`src/rtl/scf_pkg.sv`:
```
// Constants, types and shared decode functions for the serial port control flags block.
package scf_pkg;

   ////////////////////////////////////////////////////////////////////////////
   // Register indices; the APB byte address is four times the index.
   localparam logic [9:0] IDX_POWER_CONTROL = 10'h087;
   localparam logic [9:0] IDX_SERIAL1_CONTROL = 10'h0f8;
   localparam logic [9:0] IDX_SERIAL0_VIEW = 10'h098;
   localparam logic [9:0] IDX_UART1_EXT = 10'h0c4;
   localparam logic [9:0] IDX_IRQ_STATUS = 10'h100;
   localparam logic [9:0] IDX_IRQ_MASK = 10'h101;
   localparam logic [9:0] IDX_ADDR_CFG = 10'h102;

   ////////////////////////////////////////////////////////////////////////////
   // Bit positions inside the control byte of either port.
   localparam int B_MODE_HI = 7;
   localparam int B_MODE_LO = 6;
   localparam int B_FILTER = 5;
   localparam int B_REN = 4;
   localparam int B_TB8 = 3;
   localparam int B_RB8 = 2;
   localparam int B_TI = 1;
   localparam int B_RI = 0;

   // Bit positions in power_control and in the port-1 extension register.
   localparam int B_BAUD_DOUBLE = 7;
   localparam int B_FE_SELECT = 6;
   localparam int B_PC_RSVD = 5;
   localparam int B_INT_EN1 = 0;

   // Interrupt status and mask layout.
   localparam int B_IRQ_TX1 = 0;
   localparam int B_IRQ_RX1 = 1;
   localparam int B_IRQ_FE1 = 2;
   localparam int B_IRQ_FE0 = 3;
   localparam int IRQ_W = 4;

   ////////////////////////////////////////////////////////////////////////////
   // Values after reset.
   localparam logic [7:0] RST_BYTE = 8'h00;
   localparam logic [IRQ_W-1:0] RST_IRQ = 4'h0;
   localparam logic [7:0] RST_ADDR = 8'h00;
   localparam logic [7:0] RST_ADDR_MASK = 8'hff;

   ////////////////////////////////////////////////////////////////////////////
   // Bit rate divisors of port 1, as terminal counts of a 7-bit counter.
   localparam logic [6:0] T3_DIV_LAST = 7'h0f;
   localparam logic [6:0] M2_SLOW_LAST = 7'h3f;
   localparam logic [6:0] M2_FAST_LAST = 7'h1f;
   localparam logic [6:0] M0_LAST = 7'h0b;

   typedef enum logic [1:0] {
      SCF_MODE0 = 2'b00,
      SCF_MODE1 = 2'b01,
      SCF_MODE2 = 2'b10,
      SCF_MODE3 = 2'b11
   } scf_mode_t;

   // Modes 2 and 3 carry a ninth data bit.
   function automatic logic has_ninth(input scf_mode_t m);
      return m[1];
   endfunction

   // Modes 1 and 3 take their bit clock from a timer overflow.
   function automatic logic timer_clocked(input scf_mode_t m);
      return m[0];
   endfunction

endpackage

```
`src/rtl/scf_rx_accept.sv`:
```
// Receive acceptance filter of port 1: multiprocessor address and stop bit checks.
`timescale 1ns/1ps
`default_nettype none
module scf_rx_accept (
   // Configuration
   input wire scf_pkg::scf_mode_t mode,
   input wire logic filter,
   input wire logic [7:0] given_addr,
   input wire logic [7:0] addr_mask,
   // Received frame
   input wire logic [7:0] rx_data,
   input wire logic rx_bit9,
   // Decision
   output logic accept
);

   logic [7:0] bcast_addr;
   logic addr_hit;

   // Don't-care bits of the mask widen the given address and are forced to 1 in the exactly matched broadcast address.
   assign bcast_addr = given_addr | addr_mask;

   always_comb begin
      addr_hit = ((rx_data & ~addr_mask) == (given_addr & ~addr_mask)) || (rx_data == bcast_addr);
      case (mode)
         // filter inert
         scf_pkg::SCF_MODE0: accept = 1'b1;
         // stop bit and address
         scf_pkg::SCF_MODE1: accept = !filter || (rx_bit9 && addr_hit);
         // ninth bit and address
         scf_pkg::SCF_MODE2,
         scf_pkg::SCF_MODE3: accept = !filter || (rx_bit9 && addr_hit);
         default: accept = 1'b0;
      endcase
   end

endmodule
`default_nettype wire

```
`src/rtl/scf_top.sv`:
```
// Control and status flags of serial port 1, plus port-0 baud and frame-error access bits.
//
// Chosen here: the APB slave port.
`timescale 1ns/1ps
`default_nettype none

// Contract
// With port-1 select high, bit 7 is a frame-error flag, set by hardware only.
// The port-1 filter bit has no effect in mode 0.
// Mode 1 with filter: accept only stop bit 1 and matching address.
// Modes 2/3 with filter: accept only ninth bit 1 and matching address.
// Receive enable gates reception; mode 0 also needs receive-done clear.
// Ninth transmit bit is sent in modes 2 and 3, ignored otherwise.
// Ninth receive bit takes ninth bit (modes 2/3) or stop level (mode 1).
// Transmit-done set at end of each transmitted frame.
// Receive-done set at frame end, subject to the filter condition.
// Enabled port-1 interrupt requests service while either done flag is set.
// Software clears the done flags; hardware never clears them.
// Port-0 baud double doubles mode 2 and timer-1 clocked modes 1/3.
// Port-0 select steers bit 7 between mode bit and frame-error flag.
// Port-1 select steers bit 7 between mode bit and frame-error flag.
// Port-1 baud double doubles the mode 2 bit rate.
// Port-1 modes 1 and 3 tick once per sixteen timer-3 overflows.
// Stop bit sampled low sets the frame-error flag regardless of view; port 1 sets it only in mode 1.
module scf_top (
   // Clock and reset
   input wire logic clk,
   input wire logic rst_n,
   // APB slave
   input wire logic psel,
   input wire logic penable,
   input wire logic pwrite,
   input wire logic [11:0] paddr,
   input wire logic [31:0] pwdata,
   input wire logic [3:0] pstrb,
   output logic [31:0] prdata,
   output logic pready,
   output logic pslverr,
   // Port-1 shift engine events
   input wire logic tx1_frame_done,
   input wire logic rx1_frame_done,
   input wire logic [7:0] rx1_data,
   input wire logic rx1_bit9,
   input wire logic timer3_ovf,
   // Port-1 controls to the shift engines
   output logic [1:0] uart1_mode,
   output logic uart1_rx_enable,
   output logic uart1_tx_ninth,
   output logic uart1_baud_tick,
   output logic uart1_service_req,
   // Port-0 events and controls
   input wire logic uart0_frame_err_evt,
   input wire logic uart0_timer1_src,
   output logic [1:0] uart0_mode,
   output logic uart0_rate_x2,
   // Interrupt
   output logic irq
);

   ////////////////////////////////////////////////////////////////////////////
   // State.
   localparam int IRQ_W_L = scf_pkg::IRQ_W;
   logic [6:0] ctl1_r, ctl1_nxt;
   logic mode_hi1_r, mode_hi1_nxt;
   logic fe1_r, fe1_nxt;
   logic mode_hi0_r, mode_hi0_nxt;
   logic mode_lo0_r, mode_lo0_nxt;
   logic fe0_r, fe0_nxt;
   logic [7:0] power_control_r, power_control_nxt;
   logic [7:0] ext1_r, ext1_nxt;
   logic [IRQ_W_L-1:0] irq_stat_r, irq_stat_nxt;
   logic [IRQ_W_L-1:0] irq_mask_r, irq_mask_nxt;
   logic [7:0] addr_r, addr_nxt;
   logic [7:0] amask_r, amask_nxt;
   logic [6:0] baud_cnt_r, baud_cnt_nxt;
   logic baud_tick_r, baud_tick_nxt;
   logic [31:0] prdata_r, prdata_nxt;


   scf_pkg::scf_mode_t mode1;
   scf_pkg::scf_mode_t mode0;
   logic [9:0] idx;
   logic wr_acc;
   logic wr_b0;
   logic wr_b1;
   logic mapped;
   logic accept;
   logic rx_async_end;
   logic rx_mode0_end;
   logic rx_taken;
   logic frame_err1;
   logic [6:0] baud_last;
   logic baud_step;

   assign mode1 = scf_pkg::scf_mode_t'({mode_hi1_r, ctl1_r[scf_pkg::B_MODE_LO]});
   assign mode0 = scf_pkg::scf_mode_t'({mode_hi0_r, mode_lo0_r});
   assign idx = paddr[11:2];
   assign wr_acc = psel && penable && pwrite;
   assign wr_b0 = wr_acc && pstrb[0];
   assign wr_b1 = wr_acc && pstrb[1];

   scf_rx_accept u_accept (
      .mode(mode1),
      .filter(ctl1_r[scf_pkg::B_FILTER]),
      .given_addr(addr_r),
      .addr_mask(amask_r),
      .rx_data(rx1_data),
      .rx_bit9(rx1_bit9),
      .accept(accept)
   );

   ////////////////////////////////////////////////////////////////////////////
   // Frame events.
   assign rx_mode0_end = rx1_frame_done && (mode1 == scf_pkg::SCF_MODE0);
   assign rx_async_end = rx1_frame_done && (mode1 != scf_pkg::SCF_MODE0);
   // filtered completion
   assign rx_taken = rx_mode0_end || (rx_async_end && accept);
   // stop bit low
   assign frame_err1 = rx_async_end && !rx1_bit9 && !scf_pkg::has_ninth(mode1);

   ////////////////////////////////////////////////////////////////////////////
   // Register file next state; hardware sets are applied last so they win.
   always_comb begin
      ctl1_nxt = ctl1_r;
      mode_hi1_nxt = mode_hi1_r;
      fe1_nxt = fe1_r;
      mode_hi0_nxt = mode_hi0_r;
      mode_lo0_nxt = mode_lo0_r;
      fe0_nxt = fe0_r;
      power_control_nxt = power_control_r;
      ext1_nxt = ext1_r;
      irq_stat_nxt = irq_stat_r;
      irq_mask_nxt = irq_mask_r;
      addr_nxt = addr_r;
      amask_nxt = amask_r;
      if (wr_b0) begin
         case (idx)
            scf_pkg::IDX_SERIAL1_CONTROL: begin
               // bit 7 steering
               if (ext1_r[scf_pkg::B_FE_SELECT]) begin
                  // software may only clear
                  if (!pwdata[7]) begin
                     fe1_nxt = 1'b0;
                  end
               end else begin
                  mode_hi1_nxt = pwdata[7];
               end
               ctl1_nxt = pwdata[6:0];
            end
            scf_pkg::IDX_SERIAL0_VIEW: begin
               // bit 7 steering
               if (power_control_r[scf_pkg::B_FE_SELECT]) begin
                  if (!pwdata[7]) begin
                     fe0_nxt = 1'b0;
                  end
               end else begin
                  mode_hi0_nxt = pwdata[7];
               end
               mode_lo0_nxt = pwdata[6];
            end
            scf_pkg::IDX_POWER_CONTROL: begin
               power_control_nxt = pwdata[7:0];
               power_control_nxt[scf_pkg::B_PC_RSVD] = 1'b0;
            end
            scf_pkg::IDX_UART1_EXT: begin
               ext1_nxt = pwdata[7:0] & 8'hc1;
            end
            scf_pkg::IDX_IRQ_STATUS: begin
               irq_stat_nxt = irq_stat_r & ~pwdata[IRQ_W_L-1:0];
            end
            scf_pkg::IDX_IRQ_MASK: begin
               irq_mask_nxt = pwdata[IRQ_W_L-1:0];
            end
            scf_pkg::IDX_ADDR_CFG: begin
               addr_nxt = pwdata[7:0];
            end
            default: begin
            end
         endcase
      end
      if (wr_b1 && idx == scf_pkg::IDX_ADDR_CFG) begin
         amask_nxt = pwdata[15:8];
      end
      // transmit done
      if (tx1_frame_done) begin
         ctl1_nxt[scf_pkg::B_TI] = 1'b1;
         irq_stat_nxt[scf_pkg::B_IRQ_TX1] = 1'b1;
      end
      if (rx_taken) begin
         ctl1_nxt[scf_pkg::B_RI] = 1'b1;
         irq_stat_nxt[scf_pkg::B_IRQ_RX1] = 1'b1;
      end
      // ninth bit or stop level
      if (rx_async_end && accept) begin
         ctl1_nxt[scf_pkg::B_RB8] = rx1_bit9;
      end
      // set regardless of view
      if (frame_err1) begin
         fe1_nxt = 1'b1;
         irq_stat_nxt[scf_pkg::B_IRQ_FE1] = 1'b1;
      end
      if (uart0_frame_err_evt) begin
         fe0_nxt = 1'b1;
         irq_stat_nxt[scf_pkg::B_IRQ_FE0] = 1'b1;
      end
   end

   always_ff @(posedge clk) begin
      if (!rst_n) begin
         ctl1_r <= scf_pkg::RST_BYTE[6:0];
         mode_hi1_r <= 1'b0;
         fe1_r <= 1'b0;
         mode_hi0_r <= 1'b0;
         mode_lo0_r <= 1'b0;
         fe0_r <= 1'b0;
         power_control_r <= scf_pkg::RST_BYTE;
         ext1_r <= scf_pkg::RST_BYTE;
         irq_stat_r <= scf_pkg::RST_IRQ;
         irq_mask_r <= scf_pkg::RST_IRQ;
         addr_r <= scf_pkg::RST_ADDR;
         amask_r <= scf_pkg::RST_ADDR_MASK;
      end else begin
         ctl1_r <= ctl1_nxt;
         mode_hi1_r <= mode_hi1_nxt;
         fe1_r <= fe1_nxt;
         mode_hi0_r <= mode_hi0_nxt;
         mode_lo0_r <= mode_lo0_nxt;
         fe0_r <= fe0_nxt;
         power_control_r <= power_control_nxt;
         ext1_r <= ext1_nxt;
         irq_stat_r <= irq_stat_nxt;
         irq_mask_r <= irq_mask_nxt;
         addr_r <= addr_nxt;
         amask_r <= amask_nxt;
      end
   end

   ////////////////////////////////////////////////////////////////////////////
   // Port-1 bit rate tick. The counter restarts on wrap only, so a mode change
   // mid-period lengthens or shortens one period; software changes mode between frames.
   always_comb begin
      case (mode1)
         scf_pkg::SCF_MODE0: baud_last = scf_pkg::M0_LAST;
         // doubled mode 2
         scf_pkg::SCF_MODE2: baud_last = ext1_r[scf_pkg::B_BAUD_DOUBLE] ?
                                         scf_pkg::M2_FAST_LAST : scf_pkg::M2_SLOW_LAST;
         // sixteen overflows
         scf_pkg::SCF_MODE1,
         scf_pkg::SCF_MODE3: baud_last = scf_pkg::T3_DIV_LAST;
         default: baud_last = scf_pkg::M0_LAST;
      endcase
      baud_step = scf_pkg::timer_clocked(mode1) ? timer3_ovf : 1'b1;
      baud_cnt_nxt = baud_cnt_r;
      baud_tick_nxt = 1'b0;
      if (baud_step) begin
         if (baud_cnt_r >= baud_last) begin
            baud_cnt_nxt = 7'h00;
            baud_tick_nxt = 1'b1;
         end else begin
            baud_cnt_nxt = baud_cnt_r + 7'h01;
         end
      end
   end

   always_ff @(posedge clk) begin
      if (!rst_n) begin
         baud_cnt_r <= 7'h00;
         baud_tick_r <= 1'b0;
      end else begin
         baud_cnt_r <= baud_cnt_nxt;
         baud_tick_r <= baud_tick_nxt;
      end
   end

   ////////////////////////////////////////////////////////////////////////////
   // APB read data, captured in the setup cycle; the access phase never waits.
   always_comb begin
      prdata_nxt = prdata_r;
      mapped = 1'b1;
      case (idx)
         scf_pkg::IDX_SERIAL1_CONTROL: begin
            prdata_nxt = {24'h000000,
                          (ext1_r[scf_pkg::B_FE_SELECT] ? fe1_r : mode_hi1_r), ctl1_r};
         end
         scf_pkg::IDX_SERIAL0_VIEW: begin
            prdata_nxt = {24'h000000,
                          (power_control_r[scf_pkg::B_FE_SELECT] ? fe0_r : mode_hi0_r),
                          mode_lo0_r, 6'h00};
         end
         scf_pkg::IDX_POWER_CONTROL: prdata_nxt = {24'h000000, power_control_r};
         scf_pkg::IDX_UART1_EXT: prdata_nxt = {24'h000000, ext1_r};
         scf_pkg::IDX_IRQ_STATUS: prdata_nxt = {28'h0000000, irq_stat_r};
         scf_pkg::IDX_IRQ_MASK: prdata_nxt = {28'h0000000, irq_mask_r};
         scf_pkg::IDX_ADDR_CFG: prdata_nxt = {16'h0000, amask_r, addr_r};
         default: begin
            prdata_nxt = 32'h00000000;
            mapped = 1'b0;
         end
      endcase
      if (!(psel && !penable)) begin
         prdata_nxt = prdata_r;
      end
   end

   always_ff @(posedge clk) begin
      if (!rst_n) begin
         prdata_r <= 32'h00000000;
      end else begin
         prdata_r <= prdata_nxt;
      end
   end

   assign prdata = prdata_r;
   assign pready = psel && penable;
   assign pslverr = psel && penable && !mapped;

   ////////////////////////////////////////////////////////////////////////////
   // Controls to the engines.
   assign uart1_mode = mode1;
   // reception gate
   assign uart1_rx_enable = ctl1_r[scf_pkg::B_REN] &&
                            ((mode1 != scf_pkg::SCF_MODE0) || !ctl1_r[scf_pkg::B_RI]);
   // ninth transmit bit
   assign uart1_tx_ninth = scf_pkg::has_ninth(mode1) && ctl1_r[scf_pkg::B_TB8];
   assign uart1_baud_tick = baud_tick_r;
   // service request
   assign uart1_service_req = ext1_r[scf_pkg::B_INT_EN1] &&
                              (ctl1_r[scf_pkg::B_TI] || ctl1_r[scf_pkg::B_RI]);
   assign uart0_mode = mode0;
   // port-0 doubling
   assign uart0_rate_x2 = power_control_r[scf_pkg::B_BAUD_DOUBLE] &&
                          ((mode0 == scf_pkg::SCF_MODE2) ||
                           (scf_pkg::timer_clocked(mode0) && uart0_timer1_src));
   assign irq = |(irq_stat_r & irq_mask_r);

endmodule
`default_nettype wire

```
`config.mk`:
```
export PLATFORM = sky130hd
export DESIGN_NAME = scf_top
export DESIGN_NICKNAME = d
export VERILOG_FILES = /design/src/rtl/scf_pkg.sv /design/src/rtl/scf_rx_accept.sv /design/src/rtl/scf_top.sv
export SDC_FILE = /design/constraint.sdc
export NUM_CORES = 1
export LEC_CHECK = 0
export BUFFER_PORTS_ARGS = -buffer_cell sky130_fd_sc_hd__buf_2
export CAP_MARGIN = 5
export CORE_AREA = 2 2 89 91
export CTS_BUF_LIST = sky130_fd_sc_hd__clkbuf_8
export DETAILED_ROUTE_END_ITERATION = 10
export DIE_AREA = 0 0 91 93
export PLACE_DENSITY = 0.77
export SETUP_SLACK_MARGIN = 0.2
export SLEW_MARGIN = 20
export SYNTH_ARGS = -nofsm -noshare
export SYNTH_HDL_FRONTEND = slang
export SYNTH_SLANG_ARGS = --single-unit
```
`constraint.sdc`:
```
create_clock -name clk -period 2.2 [get_ports clk]
set_clock_uncertainty 0.2 [all_clocks]
set_input_delay 0.44 -clock clk [delete_from_list [all_inputs] [get_ports clk]]
set_output_delay 0.44 -clock clk [all_outputs]
set_load 0.05 [all_outputs]
```
=== After elaboration in Yosys (flattened, before gate mapping) ===
Cells that the tools add are included.

* Register bits: 86

* Equality and inequality tests: 15
* Mux-type cells: 30
* Reductions and logical operators: 70
* Bitwise operators: 9
* Order comparisons: 1
* Add/sub/neg operators: 1

{| class="wikitable"
|+ Operators with widths
! cell !! number
|-
| case mux 16 bit (7 select lines) || 1
|-
| == test 10 x 8 -> 1 bit (second input constant) || 4
|-
| nonzero test 2 bit || 17
|-
| == test 10 x 9 -> 1 bit (second input constant) || 3
|-
| AND reduction 2 bit || 14
|-
| 2-to-1 mux 1 bit || 21
|-
| case mux 7 bit (3 select lines) || 1
|-
| logical AND 1 bit || 18
|-
| AND 8 bit || 2
|-
| == test 8 bit || 2
|-
| AND 4 bit || 2
|-
| 2-to-1 mux 4 bit || 2
|-
| inverter 8 bit || 1
|-
| bitwise OR 8 bit || 1
|-
| AND reduction 4 bit || 2
|-
| adder 7 x 1 -> 7 bit (second input constant) || 1
|-
| >= comparator 7 bit || 1
|-
| 2-to-1 mux 7 bit || 1
|-
| OR reduction 7 bit || 1
|-
| == test 2 bit (second input constant) || 3
|-
| logical NOT 1 bit || 6
|-
| logical OR 1 bit || 6
|-
| 2-to-1 mux 3 bit || 2
|-
| 2-to-1 mux 6 bit || 1
|-
| other kinds (10) || 13
|}

=== Longest topological paths before layout ===
Gate-level depths: netlist of run 1.

* Depth after elaboration: 11
* Depth in mapped cells: 7
* Mapped depth without buffers: 7

=== By module ===
From an unflattened synthesis of run 1, not the netlist that was laid out.

* Cell total of the unflattened synthesis: 390
* Area total of the unflattened synthesis: 3597.2 µm²

{| class="wikitable"
|+ Modules (own cells, without submodules)
! module !! times used !! cells each !! area each (µm²) !! seq. area each (µm²)
|-
| scf_top || 1 || 375 || 3474.6 || 1401.3
|-
| scf_rx_accept || 1 || 15 || 122.6 || 0.0
|}

=== Worst setup path before layout of run 1 ===
OpenSTA, ideal clock, no wires.

* Path type: in2out
* From: in paddr[2]
* To: out pslverr
* Setup slack: -0.361 ns
* Cell stages on the path: 5
* Path buffers: 1
* Data arrival time: 1.921 ns
* Required time: 1.560 ns
* Path through: buf_1 -> nor3b_1 -> o2111ai_1 -> o211ai_1 -> nor2_1

* Longest elaborated chain between the ends: 5
* Elaborated cells between the ends (all ways): 11

{| class="wikitable"
|+ RTL lines
! what !! RTL line !! RTL
|-
| from (decl) || scf_top.sv:33 || <nowiki>input wire logic [11:0] paddr,</nowiki>
|-
| == test 10 x 9 -> 1 bit / == test 10 x 8 -> 1 bit (equally long branches) || scf_top.sv:280 || <nowiki>case (idx)</nowiki>
|-
| OR reduction 7 bit (no source line) * || -- ||
|-
| 2-to-1 mux 1 bit * || scf_top.sv:280 ||
|-
| logical NOT 1 bit * || scf_top.sv:315 || <nowiki>assign pslverr = psel && penable && !mapped;</nowiki>
|-
| logical AND 1 bit * || scf_top.sv:315 ||
|-
| to (decl) || scf_top.sv:38 || <nowiki>output logic pslverr,</nowiki>
|}

Mark *: on every way between the ends. The rest lies on a longest branch, timed or not.

=== Worst setup path in the final report of run 1 ===
Ends and elaborated chain as after synthesis.

==> results of run 1 <==
-- synthesized netlist by cell type (5+ instances only) --
cell,instances
a221oi_1,5
inv_1,10
nand3_1,29
o21ai_0,12
o22ai_1,5
mux2i_1,23
nand4_1,5
dfxtp_1,70
buf_4,20
nor2_1,22
a22oi_1,5
a21oi_1,41
xnor2_1,10
nand2_1,59
and2_1,8
clkbuf_1,19
-- state kept, by name, summed over array words and instances (netlist names) --
name             flops
prdata              16
addr_r               8
amask_r              8
baud_cnt_r           7
ctl1_r               7
power_control_r      7
irq_mask_r           4
irq_stat_r           4
ext1_r               3
fe0_r                1
fe1_r                1
mode_hi0_r           1
mode_hi1_r           1
mode_lo0_r           1
uart1_baud_tick      1
-- final cells by class --
type	count	area, µm²	share of cell area
Clock inverter	7	145.1	0.02945
Clock buffer	9	123.9	0.02513
Tap cell	102	127.6	0.02589
Inverter	10	37.54	0.007616
Sequential cell	70	1406	0.2854
Multi-Input combinational cell	311	2162	0.4387
Timing Repair Buffer	126	925.9	0.1879
-- layer usage --
| metal | global-route usage | part of all wire |
|---|---|---|
| met3 | 0.04915 | 0.080 |
| met4 | 0.08207 | 0.033 |
| met5 | 0 | 0 |
| met2 | 0.3846 | 0.48 |
| met1 | 0.2995 | 0.40 |
-- worst max-delay path by stage --
| stage | startpoint | end | depth (start not counted) | slack, ps |
|---|---|---|---|---|
| after floorplan | paddr[9] | amask_r[2] | 7 | -230 |
| after global placement | paddr[3] | pslverr | 7 | -410 |
| after detailed placement | paddr[3] | pslverr | 7 | -400 |
| after CTS | paddr[2] | pslverr | 7 | -250 |
| after global routing | paddr[2] | pslverr | 7 | -330 |
| final | paddr[2] | pslverr | 7 | -280 |
-- kinds of logic (layout without fill, tap and decap cells) --
kind of cell / after synthesis / count (layout) / share of synthesized area
muxes: 24 / 24 / 0.06883
xor gates and xnor gates: 14 / 14 / 0.03495
other: 1 / 16 / 0.001069
adders and majority gates: 4 / 4 / 0.01427
AOI/OAI and AO/OA: 92 / 92 / 0.1630
buffers and inverters: 55 / 152 / 0.08381
DFF: 70 / 70 / 0.3994
and+or+nand+nor: 161 / 161 / 0.2347
-- what timing repair did --
action,in CTS,in global routing
gates resized for setup,41,50
setup buffers,5,8
cloned,2,1
pin swaps,26,13
setup endpoints to repair,37,51
-- through the flow --
step                setup TNS, ps  hold slack [ps]  instance area (µm²)  cells
floorplan                   -2438            231.4                 3603    436
global placement            -8554            236.3                 4110    603
detailed placement          -9827            238.6                 4110    603
CTS                        -249.0            98.52                 4611    626
global route                -2261            110.6                 4928    635
finish                      -1557            98.90                 4928    635
-- layout by cell type, fill, tap and decap left out, types with 16 or more instances in the layout --
master and instances:
dfxtp_1 68, buf_4 31, buf_2 69, a21oi_1 30, nand3_1 19, mux2i_1 23, nand2_1 47, conb_1 16
nor2_1 19, buf_6 20
-- worst min-delay path, stage by stage --
cell	delay [ps]
buf_2	80
mux2i_1	60
nand2_1	60
-- where the power goes --
| group | internal, mW | switching, mW |
|---|---|---|
| Clock | 0.873 | 0.537 |
| Combinational | 0.107 | 0.206 |
| Sequential | 1.28 | 0.0146 |
| Total | 2.26 | 0.757 |
==> metrics, run 1 <==
status=finished with violations; violated checks=setup timing; startpoint types=input pin; total power=3.017 mW; Avg Cell Area, Syn=8.333 µm²; final net count=between 500 and 600; # diodes=0; Placer Congestion=0.8637; dpl hpwl=6877 µm; Final Cycle Share=1.127; Unique masters post-synth=56; CP delay by family, top=simple AND/OR/NAND/NOR gates; IO Pins=111; Most used DFF post-synth=dfxtp_1; number of max-cap violations=0; Vias=3,621; hold endpoint=amask_r[5]; Die X=slightly above 90 µm; crit path DAT=~1800 ps; final worst path period need=between 2000 and 2500 ps; core area=approximately 7500 µm²; Tot GR Track Use=0.2319; post-synthesis cell area=3508 µm²; Cells after Synth=421; Syn. warnings=0; ANT nets after route=0; CP Buf/Inv Count=3; Num CTS Buffers=9; Routed WL=about 11,000 µm; RSZ-0062 raised after global routing=true; Die Footprint=8463 µm²; Peak Freq=403.2 MHz; data required time of the critical path=1560 ps; global-route wire length before repair=15,770 µm; hold_sp=pwdata[13]; Worst path max stage delay=490 ps; Max IR drop VDD=0.3509 mV; Fill cells=600; R2R Setup Slk=230 ps; largest cells by area after synthesis=dfxtp_1 (40%), mux2i_1 (6.6%), nand2_1 (6.3%); WS Path Type=in2out; post-synthesis register bit count=70; static leakage=2.001 nW; dominant cell type by area after synthesis=dfxtp_1; Pwr Density=612.1 nW/µm²; Worst Setup End Kind=output port; share of the synthesized area in the top cell type=0.3994; Area Overhead vs Synth=40.48%; CTS hold repair buffers=0; DRC viols=0; Core Util, Final=0.6548; vias in the first global route=3,231; # clock sinks=70; crit-path cells=buf_6 > or2_4 > or4_4 > o211ai_1 > buf_4 > nor2_4 > buf_6; Critical Path Slowest Stage Cell=or4_4; Port Buffers=74; CTS Buffer Depth=2; routed len/inst=17.46 µm; HP Class=in2reg; Slew headroom=0.6544; clock tree from TritonCTS=built; worst reg2reg path depth=5; Setup violations, final=16; clk slew on worst S/H paths=90 ps; Post-synth ARST share=0; DR iter-0 viols=180; DR pass1 iterations=5; proportion of layout cells with a drive suffix above 1=0.3696; H-tree depth=3; clock root cell=clkbuf_8; final hold violation count=0; Via density=around 5.7; Crit path top cell by count=buf_6; FP Rows=32; initial antenna violation count=0; Reg2Reg Launch Point=addr_r[3]; Crit Path Max Fanout=2; Overflow after GRT=0; Worst-Margin Slew=518.4 ps; number of synthesized flops with an enable pin=0; Worst-Skew Late Latency=360 ps; hold depth=3; initial core utilization=0.4661; Die Ht=93 µm; Setup WS post-layout=-280.3 ps; register area share after synthesis=0.3994; post-place setup slack=-399.9 ps; Critical R2R Capture=ctl1_r[2]; Final Max Tran Viols=0; largest net degree at the start of global routing=48
No activity file was read; power rests on OpenSTA's default activity.
==> run 2, diff against run 1 <==
--- a/config.mk
+++ b/config.mk
@@ -7,13 +7,14 @@
 export LEC_CHECK = 0
 export BUFFER_PORTS_ARGS = -buffer_cell sky130_fd_sc_hd__buf_2
 export CAP_MARGIN = 5
-export CORE_AREA = 2 2 89 91
+export CORE_AREA = 4 4 85 87
 export CTS_BUF_LIST = sky130_fd_sc_hd__clkbuf_8
 export DETAILED_ROUTE_END_ITERATION = 10
-export DIE_AREA = 0 0 91 93
-export PLACE_DENSITY = 0.77
+export DIE_AREA = 0 0 89 91
+export PLACE_DENSITY = 0.86
 export SETUP_SLACK_MARGIN = 0.2
 export SLEW_MARGIN = 20
 export SYNTH_ARGS = -nofsm -noshare
 export SYNTH_HDL_FRONTEND = slang
+export SYNTH_HIERARCHICAL = 1
 export SYNTH_SLANG_ARGS = --single-unit
==> constraint.sdc (replaced) <==
create_clock -name clk -period 3.2 [get_ports clk]
set_clock_uncertainty 0.2 [all_clocks]
set_input_delay 0.64 -clock clk [delete_from_list [all_inputs] [get_ports clk]]
set_output_delay 0.64 -clock clk [all_outputs]
set_load 0.05 [all_outputs]
==> run 2 against run 1 <==
Effect of this change:
- the run now ends clean
- combinational power is 41% lower
- global-route usage is 0.45 points higher
- cell count is 14% lower
- core utilization is 1.2 points higher
- count of clock-buffer cells in the layout is 2 higher
- hold slack better by 160 ps
- critical path depth is 1 lower
- sequential cell count stayed put
- design area is 14% lower
- non-clock buffer count is 42 lower
- die area is 4.3% lower
- via count is 13% lower
- critical endpoint unchanged
==> metrics, run 2 <==
Seq. cell area=approximately 1400 µm²; final hold violation count=0; largest cells by area after synthesis=dfxtp_1 (39%), mux2i_1 (13%), nor2b_1 (5.4%); crit-path cells=buf_2 > or3_4 > or4_4 > o31ai_2 > nor4b_4 > buf_6; WS Path Type=in2out; number of synthesized flops with an enable pin=0; ANT nets after route=0; Routed WL=9439 µm; proportion of layout cells with a drive suffix above 1=0.2495; post-synthesis cell area=roughly 3600 µm²; final cell count without fillers=546; # diodes=0; initial core utilization=0.5665; worst hold slack=255.1 ps; Critical Path Slowest Stage Cell=or4_4; Cells after Synth=a little under 400; Post-Synth Adder-Cell Area=0.01391; Worst-Margin Slew=831.2 ps; Peak Freq=339.5 MHz; setup tns final=0 ps; crit path DAT=2110 ps; Worst path max stage delay=540 ps; Syn. warnings=6; fin area=4232 µm²; Post-synth ARST share=0; placed insts=530; FP Rows=29; Logic pwr share=0.103; Setup violations, final=0; sw power=about 0.47 mW; Setup Buffers After CTS=0; compound-cell area share of the yosys netlist=0.1468; Post-Synth XOR/XNOR Area=0.03409; routed len/inst=17.29 µm; post-place setup slack=154.1 ps; clock root cell=clkbuf_8; sequential share of power=0.490; total power=1.814 mW; Tot GR Track Use=0.2364; dpl hpwl=6978 µm; status=completed; simple-gate share of the synthesized area=0.2195; most frequent cells in the layout=buf_2 (73), dfxtp_1 (70), mux2i_1 (46); CTS Buffer Depth=2; Most used DFF post-synth=dfxtp_1; clock share of power=0.407; clk slew on worst S/H paths=80 ps; Port Buffers=74; count leader, synth=dfxtp_1; final worst path period need=approximately 3000 ps; startpoint types=input pin; register area share after synthesis=0.3896; Slew headroom=0.4371; Num CTS Buffers=9; Core Util, Final=0.6664; Die Footprint=8099 µm²; # clock sinks=70; Post-synth top cells=dfxtp_1 (70), mux2i_1 (46), nand2_1 (35); commonest non-fill, non-tap cell in the layout=buf_2; DR iter-0 viols=248; Worst-Skew Late Latency=350 ps; sw frac=0.2604; Fill cells=~530; HP Class=reg2reg; Area Overhead vs Synth=17.63%; post-synthesis register bit count=70; Overflow after GRT=0; largest net degree at the start of global routing=42; CTS hold repair buffers=0; Placer Congestion=between 0.9 and 1; post-CTS resize count=3; post-synthesis mux area share=0.1280; Vias=3,165; vias in the first global route=roughly 3,100; IO Pins=111; final net count=roughly 540; static leakage=between 1.5 and 2 nW; H-tree depth=3; clock tree from TritonCTS=built; Crit Path Max Fanout=5; Final Cycle Share=0.9204; RSZ-0062 raised after global routing=false; data required time of the critical path=2360 ps; main combinational cell family by area after synthesis=simple AND/OR/NAND/NOR gates; initial antenna violation count=1; max FFs per register=16; Area after DPL=3999 µm²; share of the synthesized area in the top cell type=0.3896; DRC viols=0; Max IR drop VDD=0.2940 mV; area occupied by multi-input gates=2043 µm²; Pwr Density=approximately 430 nW/µm²; core area=6350 µm²; Worst Setup End Kind=output port; internal power=1.341 mW; global-route wire length before repair=15,100 µm; Unique masters post-synth=55; dominant cell type by area after synthesis=dfxtp_1; Avg Cell Area, Syn=9.224 µm²; Setup WS post-layout=254.8 ps; DR pass1 iterations=5; Via density=5.797; Die X=89 µm; Final Max Tran Viols=0; Die Ht=91 µm; number of max-cap violations=0
[run 2: routing by layer]
metal	vias to the layer above	track usage	part of all wire
met2	147	0.3830	0.48
met5	-	0	0.0014
li1	1496	-	-
met1	1495	0.2988	0.40
met4	2	0.06700	0.018
met3	25	0.07783	0.10
[run 2: logic make-up after synthesis]
logic type	count (synthesis)
DFF	70
adders and majority gates	4
xor gates and xnor gates	14
AOI/OAI and AO/OA	77
muxes	46
and+or+nand+nor	134
other	1
buffers and inverters	44
[run 2: worst paths after layout]
kind / start / to / slack [ps] / cells after the start
max: paddr[6] / pslverr / 250 / 6
max reg2reg: mode_hi1_r / baud_cnt_r[6] / 970 / 6
min: prdata[0] / prdata[0] / 260 / 2
min reg2reg: prdata[0] / prdata[0] / 260 / 2
[run 2: cell type report]
type                            count  area share
Timing Repair Buffer               84      0.1067
Inverter                            8    0.007096
Clock inverter                      5     0.01360
Clock buffer                       11     0.03578
Sequential cell                    70      0.3312
Multi-Input combinational cell    291      0.4829
Tap cell                           77     0.02277
[run 2: critical path, delay by kind of cell]
kind | cells | cell delay (ps)
and+or+nand+nor | 3 | 1050
buffers and inverters | 2 | 310
AOI/OAI and AO/OA | 1 | 110
[run 2: power groups by stage]
stage                     Combinational (mW)  Clock (mW)  Sequential, mW
final                                  0.186       0.739           0.889
after global routing                   0.199       0.781           0.889
after CTS                              0.181       0.747           0.888
after detailed placement               0.179           0           0.909
after global placement                 0.175           0           0.908
after floorplan                        0.130           0           0.909
